### config.mk
export PLATFORM = sky130hd
export DESIGN_NAME = ccr_bank
export DESIGN_NICKNAME = d
export VERILOG_FILES = /design/src/verilog/ccr_pkg.sv /design/src/verilog/ccr_sync2.sv /design/src/verilog/ccr_field_guard.sv /design/src/verilog/ccr_bank.sv
export VERILOG_INCLUDE_DIRS = /design/src /design/src/verilog
export SDC_FILE = /design/constraint.sdc
export NUM_CORES = 1
export LEC_CHECK = 0
export BUFFER_PORTS_ARGS = -buffer_cell sky130_fd_sc_hd__buf_2
export CAP_MARGIN = 15
export CORE_ASPECT_RATIO = 0.7
export CORE_MARGIN = 2
export CORE_UTILIZATION = 53
export CTS_CLUSTER_SIZE = 28
export DETAILED_ROUTE_END_ITERATION = 8
export GPL_TIMING_DRIVEN = 0
export MAX_ROUTING_LAYER = met4
export PLACE_DENSITY = 0.77
export SLEW_MARGIN = 20
export SYNTH_ARGS = -nofsm -noshare
export SYNTH_HDL_FRONTEND = slang
export SYNTH_SLANG_ARGS = --single-unit
### constraint.sdc
create_clock -name clk -period 2.9 [get_ports clk]
set_clock_uncertainty 0.2 [all_clocks]
set_input_delay 0.435 -clock clk [delete_from_list [all_inputs] [get_ports clk]]
set_output_delay 0.435 -clock clk [all_outputs]
set_load 0.03 [all_outputs]
### src/verilog/ccr_cfg.svh
// Offsets, field positions, reset values and codes of the charger
// configuration bank. Definitions only; it is included by the package.
`ifndef CCR_CFG_SVH
`define CCR_CFG_SVH

// Seven-bit serial slave address
`define CCR_I2C_ADDR 7'h3F

// Register offsets
`define CCR_OFS_CTRL 8'h00
`define CCR_OFS_IIN 8'h01
`define CCR_OFS_FAST 8'h02
`define CCR_OFS_PRE_TERM 8'h03
`define CCR_OFS_RECHG_VIN 8'h04
`define CCR_OFS_TOPOFF_VB 8'h05

// Field positions in the control byte
`define CCR_RST_BIT 7
`define CCR_LOCK_BIT 4

// Power-on values of whole registers
`define CCR_RST_CTRL 8'h00
`define CCR_RST_IIN 8'h04
`define CCR_RST_FAST 8'hD9
`define CCR_RST_PRE_TERM 8'h43
`define CCR_RST_RECHG_VIN 8'h36
`define CCR_RST_TOPOFF_VB 8'h18

// Largest battery regulation code
`define CCR_VREG_MAX 6'h28

// Input current limit figures in mA
`define CCR_IIN_STEP_MA 12'h064
`define CCR_IIN_F100_MA 12'h064
`define CCR_IIN_F500_MA 12'h1F4
`define CCR_IIN_F900_MA 12'h384
`define CCR_IIN_F1500_MA 12'h5DC
`define CCR_IIN_F2000_MA 12'h7D0
`define CCR_IIN_F3000_MA 12'hBB8

`endif

### src/verilog/ccr_pkg.sv
// Types shared by the charger configuration bank.
// Assumes the constants header sits on the include path.
`include "ccr_cfg.svh"

package ccr_pkg;

  // Serial slave states, Gray coded along the write path
  typedef enum logic [3:0] {
    CCR_S_IDLE = 4'h0,
    CCR_S_ADDR = 4'h1,
    CCR_S_AACK = 4'h3,
    CCR_S_PTR = 4'h2,
    CCR_S_PACK = 4'h6,
    CCR_S_WDAT = 4'h7,
    CCR_S_WACK = 4'h5,
    CCR_S_RDAT = 4'h4,
    CCR_S_RACK = 4'hC
  } ccr_state_t;

endpackage : ccr_pkg

### src/verilog/ccr_sync2.sv
// Two-flop synchroniser for one pin level.
// Assumes the input is asynchronous to clk.
`timescale 1ns/1ps
`default_nettype none

module ccr_sync2
(
  input wire logic clk,
  input wire logic rst,
  input wire logic d,
  output logic q
);

  logic meta_reg; // First stage, read only by the second
  logic meta_next;
  logic q_reg; // Second stage
  logic q_next;

  // Next values: shift the pin through
  always_comb
  begin
    meta_next = d;
    q_next = meta_reg;
  end

  // Idle bus level is high, so reset to one
  always_ff @(posedge clk)
  begin
    if (rst)
    begin
      meta_reg <= 1'b1;
      q_reg <= 1'b1;
    end
    else
    begin
      meta_reg <= meta_next;
      q_reg <= q_next;
    end
  end

  assign q = q_reg;

endmodule : ccr_sync2

`default_nettype wire

### src/verilog/ccr_field_guard.sv
// Write filter for one locked field: optional clamp, then lock check.
// Assumes narrower fields are zero-extended to six bits by the caller.
`timescale 1ns/1ps
`default_nettype none

module ccr_field_guard
(
  input wire logic [5:0] cur_val,
  input wire logic [5:0] wr_val,
  input wire logic lock,
  input wire logic clamp_en,
  input wire logic [5:0] max_val,
  output logic [5:0] new_val
);

  logic [5:0] clamped; // Written value after the ceiling

  // Clamp first so a locked field is compared against what would land
  always_comb
  begin
    clamped = (clamp_en && (wr_val > max_val)) ? max_val : wr_val;
    new_val = (lock && (clamped > cur_val)) ? cur_val : clamped;
  end

endmodule : ccr_field_guard

`default_nettype wire

### src/verilog/ccr_bank.sv
// Charger configuration bank behind a two-wire serial slave port.
// Assumes pull-ups on the bus and a host that drives the serial clock.
`timescale 1ns/1ps
`default_nettype none
`include "ccr_cfg.svh"

module ccr_bank
  import ccr_pkg::*;
(
  input wire logic clk,
  input wire logic rst,
  input wire logic scl_in,
  input wire logic sda_in,
  output logic sda_out,
  output logic sda_oe,
  input wire logic detect_done,
  input wire logic [4:0] detect_ceiling,
  input wire logic watchdog_expired,
  output logic [2:0] input_limit_select,
  output logic [4:0] input_current_ceiling,
  output logic [11:0] effective_input_limit_ma,
  output logic [1:0] precharge_exit_threshold,
  output logic [5:0] fast_charge_current,
  output logic [3:0] precharge_current,
  output logic [3:0] termination_current,
  output logic recharge_threshold,
  output logic [2:0] trickle_current,
  output logic [3:0] input_voltage_floor,
  output logic [1:0] post_termination_timer,
  output logic [5:0] battery_regulation_voltage,
  output logic charge_setting_lock
);

  logic scl_s; // Synchronised bus clock
  logic sda_s; // Synchronised bus data
  logic scl_d_reg; // Previous sampled levels for edge detection
  logic sda_d_reg;
  logic scl_rise;
  logic scl_fall;
  logic bus_start;
  logic bus_stop;

  ccr_state_t state_reg; // Slave state
  ccr_state_t state_next;
  logic [3:0] cnt_reg; // Bits moved in the current byte
  logic [3:0] cnt_next;
  logic [7:0] shift_reg; // Byte being received or sent
  logic [7:0] shift_next;
  logic [7:0] ptr_reg; // Register pointer, auto-increments
  logic [7:0] ptr_next;
  logic rnw_reg; // Direction bit of the transaction
  logic rnw_next;
  logic nack_reg; // Host refused the last read byte
  logic nack_next;
  logic oe_reg; // Drives the data line low when set
  logic oe_next;

  logic wr_en; // One-cycle register write strobe
  logic [7:0] wr_addr;
  logic [7:0] wr_data;

  logic lock_reg; // Stored lock bit of the control byte
  logic lock_next;
  logic [7:0] iin_reg; // Register 01
  logic [7:0] iin_next;
  logic [7:0] fast_reg; // Register 02
  logic [7:0] fast_next;
  logic [7:0] pt_reg; // Register 03
  logic [7:0] pt_next;
  logic [7:0] rv_reg; // Register 04
  logic [7:0] rv_next;
  logic [7:0] tv_reg; // Register 05
  logic [7:0] tv_next;
  logic [11:0] eff_reg; // Effective input limit in mA
  logic [11:0] eff_next;
  logic soft_rst; // Host wrote the reset bit

  logic [5:0] fcc_g; // Guarded write values
  logic [5:0] pcur_g;
  logic [5:0] vb_g;
  logic [7:0] rd_byte; // Byte at the current pointer

  // Pin levels cross into clk through two flops each
  ccr_sync2 u_sync_scl (.clk(clk), .rst(rst), .d(scl_in), .q(scl_s));
  ccr_sync2 u_sync_sda (.clk(clk), .rst(rst), .d(sda_in), .q(sda_s));

  // Bus events from the synchronised levels
  assign scl_rise = scl_s & ~scl_d_reg;
  assign scl_fall = ~scl_s & scl_d_reg;
  assign bus_start = scl_s & scl_d_reg & sda_d_reg & ~sda_s;
  assign bus_stop = scl_s & scl_d_reg & ~sda_d_reg & sda_s;

  // Read multiplexer; unmapped offsets read zero
  function automatic logic [7:0] rd_mux(input logic [7:0] a);
    logic [7:0] v;
    v = 8'h00;
    case (a)
      `CCR_OFS_CTRL: v = {3'h0, lock_reg, 4'h0};
      `CCR_OFS_IIN: v = iin_reg;
      `CCR_OFS_FAST: v = fast_reg;
      `CCR_OFS_PRE_TERM: v = pt_reg;
      `CCR_OFS_RECHG_VIN: v = rv_reg;
      `CCR_OFS_TOPOFF_VB: v = tv_reg;
      default: v = 8'h00;
    endcase
    return v;
  endfunction : rd_mux

  // Process, not assign: it must wake on the registers read inside
  always_comb
  begin
    rd_byte = rd_mux(ptr_reg);
  end

  // Slave next state; start and stop override every state
  always_comb
  begin
    state_next = state_reg;
    cnt_next = cnt_reg;
    shift_next = shift_reg;
    ptr_next = ptr_reg;
    rnw_next = rnw_reg;
    nack_next = nack_reg;
    oe_next = oe_reg;
    wr_en = 1'b0;
    wr_addr = ptr_reg;
    wr_data = shift_reg;
    if (bus_start)
    begin
      // Fresh or repeated start: listen for the address
      state_next = CCR_S_ADDR;
      cnt_next = 4'h0;
      oe_next = 1'b0;
    end
    else if (bus_stop)
    begin
      state_next = CCR_S_IDLE;
      oe_next = 1'b0;
    end
    else
    begin
      case (state_reg)
        CCR_S_IDLE:
        begin
          oe_next = 1'b0;
        end
        CCR_S_ADDR, CCR_S_PTR, CCR_S_WDAT:
        begin
          // Receive on rising edges, act on the fall after bit 8
          if (scl_rise && (cnt_reg != 4'h8))
          begin
            shift_next = {shift_reg[6:0], sda_s};
            cnt_next = cnt_reg + 4'h1;
          end
          else if (scl_fall && (cnt_reg == 4'h8))
          begin
            cnt_next = 4'h0;
            if (state_reg == CCR_S_ADDR)
            begin
              if (shift_reg[7:1] == `CCR_I2C_ADDR)
              begin
                rnw_next = shift_reg[0];
                oe_next = 1'b1;
                state_next = CCR_S_AACK;
              end
              else
              begin
                // Not ours: stay off the bus until the next start
                state_next = CCR_S_IDLE;
              end
            end
            else if (state_reg == CCR_S_PTR)
            begin
              ptr_next = shift_reg;
              oe_next = 1'b1;
              state_next = CCR_S_PACK;
            end
            else
            begin
              wr_en = 1'b1;
              ptr_next = ptr_reg + 8'h01;
              oe_next = 1'b1;
              state_next = CCR_S_WACK;
            end
          end
        end
        CCR_S_AACK:
        begin
          if (scl_fall)
          begin
            if (rnw_reg)
            begin
              // First read byte comes from the current pointer
              shift_next = rd_byte;
              ptr_next = ptr_reg + 8'h01;
              oe_next = ~rd_byte[7];
              state_next = CCR_S_RDAT;
            end
            else
            begin
              oe_next = 1'b0;
              state_next = CCR_S_PTR;
            end
          end
        end
        CCR_S_PACK, CCR_S_WACK:
        begin
          if (scl_fall)
          begin
            oe_next = 1'b0;
            state_next = CCR_S_WDAT;
          end
        end
        CCR_S_RDAT:
        begin
          if (scl_fall)
          begin
            if (cnt_reg == 4'h7)
            begin
              // Release for the host's acknowledge
              cnt_next = 4'h0;
              oe_next = 1'b0;
              state_next = CCR_S_RACK;
            end
            else
            begin
              cnt_next = cnt_reg + 4'h1;
              shift_next = {shift_reg[6:0], 1'b0};
              oe_next = ~shift_reg[6];
            end
          end
        end
        CCR_S_RACK:
        begin
          if (scl_rise)
          begin
            nack_next = sda_s;
          end
          else if (scl_fall)
          begin
            if (nack_reg)
            begin
              state_next = CCR_S_IDLE;
            end
            else
            begin
              shift_next = rd_byte;
              ptr_next = ptr_reg + 8'h01;
              oe_next = ~rd_byte[7];
              state_next = CCR_S_RDAT;
            end
          end
        end
        default:
        begin
          state_next = CCR_S_IDLE;
          oe_next = 1'b0;
        end
      endcase
    end
  end

  // Slave registers
  always_ff @(posedge clk)
  begin
    if (rst)
    begin
      state_reg <= CCR_S_IDLE;
      cnt_reg <= 4'h0;
      shift_reg <= 8'h00;
      ptr_reg <= 8'h00;
      rnw_reg <= 1'b0;
      nack_reg <= 1'b0;
      oe_reg <= 1'b0;
      scl_d_reg <= 1'b1;
      sda_d_reg <= 1'b1;
    end
    else
    begin
      state_reg <= state_next;
      cnt_reg <= cnt_next;
      shift_reg <= shift_next;
      ptr_reg <= ptr_next;
      rnw_reg <= rnw_next;
      nack_reg <= nack_next;
      oe_reg <= oe_next;
      scl_d_reg <= scl_s;
      sda_d_reg <= sda_s;
    end
  end

  // Open drain: only ever pull low
  assign sda_out = 1'b0;
  assign sda_oe = oe_reg;

  // Lock-guarded writes; only battery regulation is clamped
  ccr_field_guard u_guard_fcc (.cur_val(fast_reg[5:0]),
    .wr_val(wr_data[5:0]), .lock(lock_reg), .clamp_en(1'b0),
    .max_val(6'h3F), .new_val(fcc_g));
  ccr_field_guard u_guard_pcur (.cur_val({2'h0, pt_reg[7:4]}),
    .wr_val({2'h0, wr_data[7:4]}), .lock(lock_reg), .clamp_en(1'b0),
    .max_val(6'h3F), .new_val(pcur_g));
  ccr_field_guard u_guard_vb (.cur_val(tv_reg[5:0]),
    .wr_val(wr_data[5:0]), .lock(lock_reg), .clamp_en(1'b1),
    .max_val(`CCR_VREG_MAX), .new_val(vb_g));

  assign soft_rst = wr_en && (wr_addr == `CCR_OFS_CTRL) &&
    wr_data[`CCR_RST_BIT];

  // Register next values; hardware events override a host write
  always_comb
  begin
    lock_next = lock_reg;
    iin_next = iin_reg;
    fast_next = fast_reg;
    pt_next = pt_reg;
    rv_next = rv_reg;
    tv_next = tv_reg;
    if (soft_rst)
    begin
      // Reset bit itself is never stored, so it reads back zero
      lock_next = 1'(`CCR_RST_CTRL >> `CCR_LOCK_BIT);
      iin_next = `CCR_RST_IIN;
      fast_next = `CCR_RST_FAST;
      pt_next = `CCR_RST_PRE_TERM;
      rv_next = `CCR_RST_RECHG_VIN;
      tv_next = `CCR_RST_TOPOFF_VB;
    end
    else if (wr_en)
    begin
      case (wr_addr)
        `CCR_OFS_CTRL: lock_next = wr_data[`CCR_LOCK_BIT];
        `CCR_OFS_IIN: iin_next = wr_data;
        `CCR_OFS_FAST: fast_next = {wr_data[7:6], fcc_g};
        `CCR_OFS_PRE_TERM: pt_next = {pcur_g[3:0], wr_data[3:0]};
        `CCR_OFS_RECHG_VIN: rv_next = wr_data;
        `CCR_OFS_TOPOFF_VB: tv_next = {wr_data[7:6], vb_g};
        default: lock_next = lock_reg;
      endcase
    end
    // Detection result lands even if the host writes in the same cycle
    if (detect_done)
    begin
      iin_next[4:0] = detect_ceiling;
    end
    // Watchdog restores only its marked fields
    if (watchdog_expired)
    begin
      fast_next[5:0] = 6'(`CCR_RST_FAST);
      pt_next = `CCR_RST_PRE_TERM;
      rv_next[7:4] = 4'(`CCR_RST_RECHG_VIN >> 4);
      tv_next[7:6] = 2'(`CCR_RST_TOPOFF_VB >> 6);
    end
  end

  // Effective input limit; code 111 is treated like 000
  always_comb
  begin
    case (iin_reg[7:5])
      3'h1: eff_next = `CCR_IIN_F100_MA;
      3'h2: eff_next = `CCR_IIN_F500_MA;
      3'h3: eff_next = `CCR_IIN_F900_MA;
      3'h4: eff_next = `CCR_IIN_F1500_MA;
      3'h5: eff_next = `CCR_IIN_F2000_MA;
      3'h6: eff_next = `CCR_IIN_F3000_MA;
      default: eff_next = 12'(({7'h00, iin_reg[4:0]} + 12'h001) *
        `CCR_IIN_STEP_MA);
    endcase
  end

  // Bank registers with power-on values
  always_ff @(posedge clk)
  begin
    if (rst)
    begin
      lock_reg <= 1'b0;
      iin_reg <= `CCR_RST_IIN;
      fast_reg <= `CCR_RST_FAST;
      pt_reg <= `CCR_RST_PRE_TERM;
      rv_reg <= `CCR_RST_RECHG_VIN;
      tv_reg <= `CCR_RST_TOPOFF_VB;
      eff_reg <= `CCR_IIN_F500_MA;
    end
    else
    begin
      lock_reg <= lock_next;
      iin_reg <= iin_next;
      fast_reg <= fast_next;
      pt_reg <= pt_next;
      rv_reg <= rv_next;
      tv_reg <= tv_next;
      eff_reg <= eff_next;
    end
  end

  // Field outputs straight from the stored bits
  assign input_limit_select = iin_reg[7:5];
  assign input_current_ceiling = iin_reg[4:0];
  assign effective_input_limit_ma = eff_reg;
  assign precharge_exit_threshold = fast_reg[7:6];
  assign fast_charge_current = fast_reg[5:0];
  assign precharge_current = pt_reg[7:4];
  assign termination_current = pt_reg[3:0];
  assign recharge_threshold = rv_reg[7];
  assign trickle_current = rv_reg[6:4];
  assign input_voltage_floor = rv_reg[3:0];
  assign post_termination_timer = tv_reg[7:6];
  assign battery_regulation_voltage = tv_reg[5:0];
  assign charge_setting_lock = lock_reg;

  // Checks on the bank behaviour
  a_vreg_ceiling: assert property (@(posedge clk)
    disable iff (rst) battery_regulation_voltage <= 6'h28)
    else $error("battery regulation above ceiling");
  a_lock_vreg: assert property (@(posedge clk) disable iff (rst)
    ($past(lock_reg) && !$past(soft_rst)) |->
    battery_regulation_voltage <= $past(battery_regulation_voltage))
    else $error("locked battery regulation rose");
  a_lock_fast: assert property (@(posedge clk) disable iff (rst)
    ($past(lock_reg) && !$past(soft_rst) && !$past(watchdog_expired)) |->
    fast_charge_current <= $past(fast_charge_current))
    else $error("locked fast charge current rose");
  a_detect_load: assert property (@(posedge clk) disable iff (rst)
    detect_done |=> input_current_ceiling == $past(detect_ceiling))
    else $error("detection result not loaded");
  a_wd_restore: assert property (@(posedge clk) disable iff (rst)
    watchdog_expired |=> (fast_charge_current == 6'h19) &&
    (precharge_current == 4'h4) && (termination_current == 4'h3) &&
    (trickle_current == 3'h3) && !recharge_threshold &&
    (post_termination_timer == 2'h0))
    else $error("watchdog did not restore fields");
  a_soft_reset: assert property (@(posedge clk) disable iff (rst)
    (soft_rst && !detect_done) |=> (iin_reg == 8'h04) &&
    (tv_reg == 8'h18) && !lock_reg && (rv_reg == 8'h36))
    else $error("register reset incomplete");
  a_forced_limit: assert property (@(posedge clk)
    disable iff (rst)
    (input_limit_select == 3'h4) [*2] |-> effective_input_limit_ma == 12'h5DC)
    else $error("forced 1500 mA limit wrong");
  a_follow_field: assert property (@(posedge clk)
    disable iff (rst)
    ($past(input_limit_select) == 3'h0) |-> effective_input_limit_ma ==
    12'(({7'h00, $past(input_current_ceiling)} + 12'h001) * 12'h064))
    else $error("followed limit wrong");
  a_idle_release: assert property (@(posedge clk)
    disable iff (rst)
    (state_reg == CCR_S_IDLE) [*2] |-> !sda_oe)
    else $error("data line driven while idle");
  a_write_commit: assert property (@(posedge clk)
    disable iff (rst)
    (wr_en && (wr_addr == 8'h04) && !watchdog_expired) |=>
    rv_reg == $past(wr_data))
    else $error("written value not stored");

endmodule : ccr_bank

`default_nettype wire

Yosys cells after proc, flatten, opt, wreduce, memory -nomap -nowiden. Cells that the tools add are included.

$add $sub $neg: 3. Multipliers: 1. Order comparisons: 4. Equal/unequal tests: 47. Multiplexer cells: 67. Bitwise gates (word level): 20. Reductions and logical operators: 38.

Operators by type and width (count): two-way mux 8 bit (17); one-hot mux 12 bit (6 select lines) (1); two-way mux 4 bit (13); one-hot mux 8 bit (6 select lines) (1); inequality test 4 bit, second input constant (9); one-hot mux 8 bit (4 select lines) (1); AND reduction 9 bit (3); inequality test 2 bit, second input constant (13); one-hot mux 4 bit (6 select lines) (1); one-hot mux 8 bit (3 select lines) (1); AND reduction 11 bit (2); two-way mux 1 bit (21); equality test 4 x 3 -> 1 bit, second input constant (5); two-way mux 5 bit (4); equality test 8 x 2 -> 1 bit, second input constant (2); equality test 8 x 3 -> 1 bit, second input constant (2); AND reduction 2 bit (7); NOT 1 bit (13); > comparator 6 bit (2); multiplier 6 x 5 -> 10 bit, second input constant (1); equality test 3 bit, second input constant (3); inequality test 3 bit, second input constant (3); AND reduction 3 bit (3); nonzero test 3 bit (3); other kinds (27) (49).

Flip-flop bits (word level): 86. Input port bits: 11. Output and inout port bits: 55. Logic and storage cells: 206.

Depth between registers and ports, before layout. Gate-level depths: netlist of run 1.

Depth after elaboration: 12. Mapped depth: 13. Depth with buffers taken out: 13.

By module. A second synthesis of run 1 with hierarchy kept.

Cell total of the unflattened synthesis: 859. Area total of the unflattened synthesis: 6881.6 µm².

By module, submodules not included: ccr_bank (times used 1, cells each 569, area an instance 4752.1 µm², seq. area each 1601.5 µm²); ccr_field_guard (u_guard_fcc ...) (times used 2, cells each 94, area an instance 675.6 µm², seq. area each 0.0 µm²); ccr_field_guard (u_guard_vb) (times used 1, cells each 94, area an instance 673.1 µm², seq. area each 0.0 µm²); ccr_sync2 (times used 2, cells each 4, area an instance 52.6 µm², seq. area each 40.0 µm²).

Least setup slack after synthesis of run 1. OpenSTA, ideal clock, no wires.

Kind: reg-to-reg. Start point: reg iin_reg[0]. End point: reg eff_reg[11] (netlist: effective_input_limit_ma[11]). Setup time: 106 ps. Arrival time: 3126 ps. Data required time: 2594 ps. Slack: -532 ps. Cell stages (with the launch flop): 13. Path buffers: 1. Clock period less this slack: 3432 ps. Path through: dfxtp_1 > clkbuf_1 > nand3_1 > xnor2_1 > ha_1 > ha_1 > ha_1 > ha_1 > o21ai_0 > nor2_1 > o21a_1 > a2111o_1 > o311ai_0.

Word-level cells in the longest chain between the ends: 3.

RTL lines: start, declared (line ccr_bank.sv:64) `logic [7:0] iin_reg;`; start signal, assigned (line ccr_bank.sv:377) `` iin_reg <= `CCR_RST_IIN; ``; start signal, assigned (line ccr_bank.sv:387) `iin_reg <= iin_next;`; adder 5 x 1 -> 6 bit (line ccr_bank.sv:366) `default: eff_next = 12'(({7'h00, iin_reg[4:0]} + 12'h001) *`; multiplier 6 x 5 -> 10 bit (no source line); one-hot mux 12 bit (6 select lines) (line ccr_bank.sv:359) `case (iin_reg[7:5])`; end signal, assigned (line ccr_bank.sv:382) `` eff_reg <= `CCR_IIN_F500_MA; ``; end signal, assigned (line ccr_bank.sv:392) `eff_reg <= eff_next;`; end, declared (line ccr_bank.sv:74) `logic [11:0] eff_reg;`.

No other way between the ends. A chain may end at the register's enable or synchronous reset.

Worst setup path after layout of run 1.
Start point: reg state_reg[0]. End point: reg pt_reg[7].

Word-level cells in the longest chain between the ends: 11. Elaborated cells between the ends (all ways): 15. Classes of those cells: eq/ne: 3; mux: 7; reduce/logical: 5.

RTL lines: start, declared (line ccr_bank.sv:43) `ccr_state_t state_reg;`; start signal, assigned (line ccr_bank.sv:280) `state_reg <= state_next;`; equality test 4 x 2 -> 1 bit (line ccr_bank.sv:142, ccr_bank.sv:172); two-way mux 1 bit (line ccr_bank.sv:172) `else if (state_reg == CCR_S_PTR)`; two-way mux 1 bit (line ccr_bank.sv:158) `if (state_reg == CCR_S_ADDR)`; two-way mux 1 bit (line ccr_bank.sv:155) `else if (scl_fall && (cnt_reg == 4'h8))`; two-way mux 1 bit (line ccr_bank.sv:150) `if (scl_rise && (cnt_reg != 4'h8))`; two-way mux 1 bit (*) (line ccr_bank.sv:142) `case (state_reg)`; two-way mux 1 bit (*) (line ccr_bank.sv:135) `else if (bus_stop)`; two-way mux 1 bit (*) (line ccr_bank.sv:128) `if (bus_start)`; logical AND 1 bit (2 in series) (line ccr_bank.sv:307) `` assign soft_rst = wr_en && (wr_addr == `CCR_OFS_CTRL) && ``; OR reduction 3 bit (no source line); end signal, assigned (line ccr_bank.sv:379) `` pt_reg <= `CCR_RST_PRE_TERM; ``; end signal, assigned (line ccr_bank.sv:389) `pt_reg <= pt_next;`; end, declared (line ccr_bank.sv:68) `logic [7:0] pt_reg;`.

Mark *: on every way between the ends. The rest lies on a longest branch, timed or not.

==> metrics.txt, run 1 <==
count leader, synth dfxtp_1; clk slew on worst S/H paths 60 ps; Remaining DRCs 0; Area growth syn-to-layout 21.2%; vias in the first global route 5360; VDD IR-drop max 0.000275 V; max reg flops 10; Synth area leaders dfxtp_1 (30%), ha_1 (9.5%), a21oi_1 (4.1%); YS warnings 0; first-pass GRT wire length 27700 um; Die Wd 126 um; GRT Util Overall 32.1%; DRT iter0 DRCs 702; final WL 17500 um; critical path capture point type flip-flop; status completed; Crit Path Category reg -> reg; core area 0.0102 mm^2; Clock Latency Late Sink 350 ps; setup TNS 0 ps; largest net degree at the start of global routing 16; clk root buf clkbuf_16; IO Port Bufs 61; Pre-Repair DR Iteration Count 5; max-cap viol count 0; share of the synthesized area in the top cell type 30.4%; vias per cell 6.42; Final nets 815; diodes inserted 0; Final setup viols 0; Post-synth EDFFs 0; Unique masters post-synth 81; CTS tree done; PD cells 426 mW/mm^2; WL/cell 19.4 um; Post-synth ARST share 0%; CTS Buffer Depth 2; Cells after DPL 874; sequential share of the synthesized area 30.4%; Max FO, Critical Path 10; # rows 31; Min Hold Slack 69.4 ps; placed cell area 0.00619 mm^2; Startpoint Class flip-flop; Synth top cells by count dfxtp_1 (84), nand2_1 (54), a21oi_1 (45), ha_1 (42), o21ai_0 (42); Synth Flop Type dfxtp_1; Util after Layout 65.5%; Final Max Tran Viols 0; CP Data Arrival Time 2900 ps; detailed placement HPWL 12800 um; Initial Util 54.0%; Hold Fails Final Rpt 0; fin area 0.00671 mm^2; Slew Limit Headroom 29.8%; post-synth top area cell dfxtp_1; H-tree lvl count 3; share of cells above drive strength 1 23.0%; Num CTS Buffers 9; period utilisation layout 99.3%; initial antenna violation count 0; Vias 5762; hold crit path type in -> reg; Slew @ Worst Pin 1040 ps; Mapped Area 0.00553 mm^2; RSZ-0062 raised after global routing yes; Boundary Pins 66; minimum clock period 2880 ps; full die area 0.0113 mm^2; Max Clk Rate 0.347 GHz; Synth Register Bits 84; Mapped Cells 679; post-route ant nets 0; leakage power 2.66 nW; TritonCTS Sinks 84; Mean Syn Cell Area 8.15 um^2; Finished Layout Cells 898; final global-route overflow total 0; height of the die 89.5 um; RePlAce Congestion 1.00; Worst EP required 2920 ps
==> critical path, cell delays in order, from the launching register on <==
cell and delay [ps]:
dfxtp_1 450, buf_2 250, nand4b_1 200, nor3_2 350, a41oi_1 540, nand2b_1 320
clkbuf_2 350, a21oi_1 90
==> layer usage <==
metal | track usage (%) | wire length, um
met1 | 42.9 | 7490
met2 | 47.6 | 7480
met3 | 9.04 | 2180
met4 | 9.49 | 303
met5 | - | 0
==> where the power goes <==
group          total (mW)  internal (mW)  switching (mW)
clock                1.18          0.672           0.513
combinational       0.466          0.204           0.261
sequential           1.20           1.18          0.0214
total                2.85           2.06           0.795
==> per-stage QoR <==
stage / setup WS (ps) / total power [mW]
after global routing: -88.0 / 2.95
after detailed placement: -241 / 1.64
after floorplan: 1.50 / 1.53
after global placement: -130 / 1.62
after CTS: 2.72 / 2.83
final: 20.9 / 2.85
==> cells by family (layout without fill, tap and decap cells) <==
kind of cell	count (synthesis)	count (layout)	synth area share, %
AND/OR/NAND/NOR	236	236	22.9
AO/OA/AOI/OAI	197	197	24.1
flip-flops	84	84	30.4
buffers and inverters	82	167	6.29
adder cells (fa/ha/maj)	43	43	9.86
multiplexers	24	24	4.48
XOR/XNOR	12	12	1.90
other	1	3	0.0678
==> worst paths after layout <==
check	from	end	slack (ps)	cells past startpoint
min reg2reg	u_sync_scl.meta_reg	u_sync_scl.q	210	1
max	state_reg[0]	pt_reg[7]	20	7
max reg2reg	state_reg[0]	pt_reg[7]	20	7
min	sda_in	u_sync_sda.meta_reg	70	2
==> repair_timing <==
action,in CTS,in global routing
endpoints found under the setup margin,21,13
hold buffers,0,0
pin swaps,5,5
gates resized for setup,16,19
setup buffers,6,2
==> cell type report <==
cell class                      count  area [um^2]
Tap cell                          132          165
Sequential cell                    84         1700
Timing Repair Buffer               69          378
Clock inverter                      7         76.3
Fill cell                         841         3530
Clock buffer                        9          225
Multi-Input combinational cell    515         3790
Buffer                             48          251
Inverter                           34          128
==> cell usage in the layout, fill, tap and decap left out, types with 12 or more instances in the layout <==
master / synthesis / layout
ha_1: 42 / 29
ha_4: 0 / 12
o21ai_0: 42 / 39
mux2i_1: 18 / 18
nor3_1: 23 / 23
nand2_1: 54 / 54
clkbuf_1: 31 / 26
buf_2: 11 / 72
nand3_1: 40 / 38
nor2_1: 33 / 32
a21oi_1: 45 / 44
dfxtp_1: 84 / 79
inv_1: 34 / 31
a211oi_1: 13 / 12
or2_2: 14 / 14
Note: power is estimated with default switching activity, not from simulation.
==> inputs of run 2 (changes only) <==
--- a/config.mk
+++ b/config.mk
@@ -10,12 +10,12 @@
 export CAP_MARGIN = 15
 export CORE_ASPECT_RATIO = 0.7
 export CORE_MARGIN = 2
-export CORE_UTILIZATION = 53
+export CORE_UTILIZATION = 26
 export CTS_CLUSTER_SIZE = 28
 export DETAILED_ROUTE_END_ITERATION = 8
 export GPL_TIMING_DRIVEN = 0
 export MAX_ROUTING_LAYER = met4
-export PLACE_DENSITY = 0.77
+export PLACE_DENSITY = 0.43
 export SLEW_MARGIN = 20
 export SYNTH_ARGS = -nofsm -noshare
 export SYNTH_HDL_FRONTEND = slang
==> run 2 against run 1 <==
  * The run now ends with negative setup slack left
  * Non-clock buffer count is 4 higher
  * Worst setup slack got worse by 150 ps
  * Sequential power about the same
  * Die area up 99%
  * Power up 1.5%
  * Critical path type unchanged
  * Maximum frequency is 5.0% lower
  * Final cell count is 16% higher
  * Wire length increased by 14%
==> metrics.txt, run 2 (same netlist as run 1, synthesis figures left out) <==
status finished, violations left; failing checks negative setup slack; CP top delay family adder cells; Final nets 819 (+0.49%); RePlAce Congestion 0.880 (-12%); Startpoint Class flip-flop; Worst EP required 2940 ps (+20 ps); full die area 0.0225 mm^2 (+99%); # fillers 2223 (+160%); core area 0.0208 mm^2 (+100%); Area growth syn-to-layout 25.8%; fin area 0.00696 mm^2 (+3.8%); Vias 5560 (-3.5%); Pre-Repair DR Iteration Count 7 (+2); IO Port Bufs 61 (unchanged); Remaining DRCs 0 (unchanged); height of the die 126 um (+41%); final worst setup slack -131 ps (-152 ps); Worst Path Buf+Inv 1 (-1); commonest non-fill, non-tap cell in the layout dfxtp_1; GRT Util Overall 18.3% (-14 points); cell mode on critical path ha_4; commonest cells after routing, fill and taps aside dfxtp_1 (80), buf_2 (72), nand2_1 (54); largest net degree at the start of global routing 15 (-1); PD cells 416 mW/mm^2 (-2.2%); leakage power 2.68 nW (+0.89%); Slew Limit Headroom 33.4% (+3.6 points); # rows 44 (+42%); Boundary Pins 66 (unchanged); TritonCTS Sinks 84 (unchanged); clk root buf clkbuf_16; hold crit path type in -> reg; diodes inserted 0 (unchanged); CTS Buffer Depth 2 (unchanged); placed cell area 0.00637 mm^2 (+2.9%); max reg flops 10 (unchanged); H-tree lvl count 3 (unchanged); vias in the first global route 5209 (-2.8%); DRT iter0 DRCs 491 (-30%); final global-route overflow total 0 (unchanged); period utilisation layout 105% (+5.2 points); initial antenna violation count 0 (unchanged); WL/cell 19.0 um (-2.5%); VDD IR-drop max 0.000278 V (+1.1%); CP max stage delay 420 ps (-120 ps); CP Data Arrival Time 3080 ps (+180 ps); Hold Fails Final Rpt 0 (unchanged); final WL 19800 um (+14%); max-cap viol count 0 (unchanged); Final Max Tran Viols 0 (unchanged); CP max-delay cell a2111o_1; Max Clk Rate 0.330 GHz (-5.0%); Clock Latency Late Sink 350 ps (about the same); Max FO, Critical Path 4 (-6); Final setup viols 1 (+1); minimum clock period 3030 ps (+152 ps); RSZ-0062 raised after global routing yes; Min Hold Slack 76.8 ps (+7.34 ps); detailed placement HPWL 14900 um (+16%); Num CTS Buffers 9 (unchanged); Die Wd 178 um (+41%); critical path capture point type flip-flop; CTS tree done; r2r setup slk -130 ps (-150 ps); clk slew on worst S/H paths 70 ps (about the same); share of cells above drive strength 1 23.4% (+0.40 points); Crit Path Category reg -> reg; post-route ant nets 0 (unchanged); vias per cell 5.32 (-17%); crit path cell chain ha_4 -> xnor2_4 -> inv_2 -> ha_4 -> ha_4 -> ha_4 -> ha_4 -> a211oi_2 -> nor2_2 -> o21a_1 -> a2111o_1 -> o311ai_4; Initial Util 26.6% (-27 points); first-pass GRT wire length 30500 um (+10%); Slew @ Worst Pin 986 ps (-53.9 ps)
run 2: changes by cell type in the layout (fill, tap and decap cells not counted), moves of 2 or more:
| cell | before | now |
|---|---|---|
| a221oi_2 | 2 | 0 |
| ha_1 | 29 | 27 |
| o21ai_1 | 3 | 5 |
| clkbuf_8 | 0 | 2 |
| ha_4 | 12 | 14 |
| o21ai_0 | 39 | 37 |
| buf_4 | 10 | 15 |
| a221oi_1 | 5 | 7 |
run 2: final cells by class:
cell class,count,area [um^2],area share [%]
buffer,48,253,3.63
sequential,84,1690,24.3
clock inverter,3,46.3,0.665
multi-input combinational,515,3840,55.1
tap,276,345,4.96
clock buffer,13,260,3.74
timing repair buffer,73,395,5.68
inverter,34,130,1.87
run 2: final timing paths:
check                       from                           end  cells after the start
max                   iin_reg[0]  effective_input_limit_ma[11]                     12
min                       scl_in           u_sync_scl.meta_reg                      2
max reg2reg           iin_reg[0]  effective_input_limit_ma[11]                     12
min reg2reg  u_sync_sda.meta_reg                  u_sync_sda.q                      1
run 2: repair_timing:
action                     4_1_cts  5_1_grt
setup endpoints to repair       22       27
resized for setup               15       31
hold buffers                     0        0
buffers inserted                 6        6
pin swaps                        4        7
run 2: metal layers:
layer | up-vias | wire length [um] | global-route usage [%]
li1 | 2658 | - | -
met1 | 2713 | 10400 | 27.9
met2 | 169 | 7880 | 24.3
met3 | 20 | 1240 | 3.38
met4 | 0 | 284 | 4.40
met5 | - | 0 | -
run 2: worst reg2reg max path, stage by stage (launching register included):
cell      delay (ps)
dfxtp_4          360
ha_4             190
xnor2_4          180
inv_2             80
ha_4             240
ha_4             240
ha_4             240
ha_4             170
a211oi_2         210
nor2_2            90
o21a_1           210
a2111o_1         420
o311ai_4          80
run 2: through the flow:
stage                     std cells  TNS [ps]  setup slack (ps)  power [mW]  util (%)
after floorplan                 681         0              1.50        1.53         -
after global placement         1018     -2630              -255        1.64      30.6
after detailed placement       1018     -2600              -281        1.65      30.6
after CTS                      1040      -100              -100        2.89      32.7
after global routing           1046     -1280              -191        3.03      33.4
final                          1046      -131              -131        2.90      33.4
run 2: report_power, final:
part	leakage, nW	internal (mW)	switching [mW]
registers	0.683	1.18	0.0226
clock network	0.146	0.717	0.489
logic	1.85	0.214	0.271
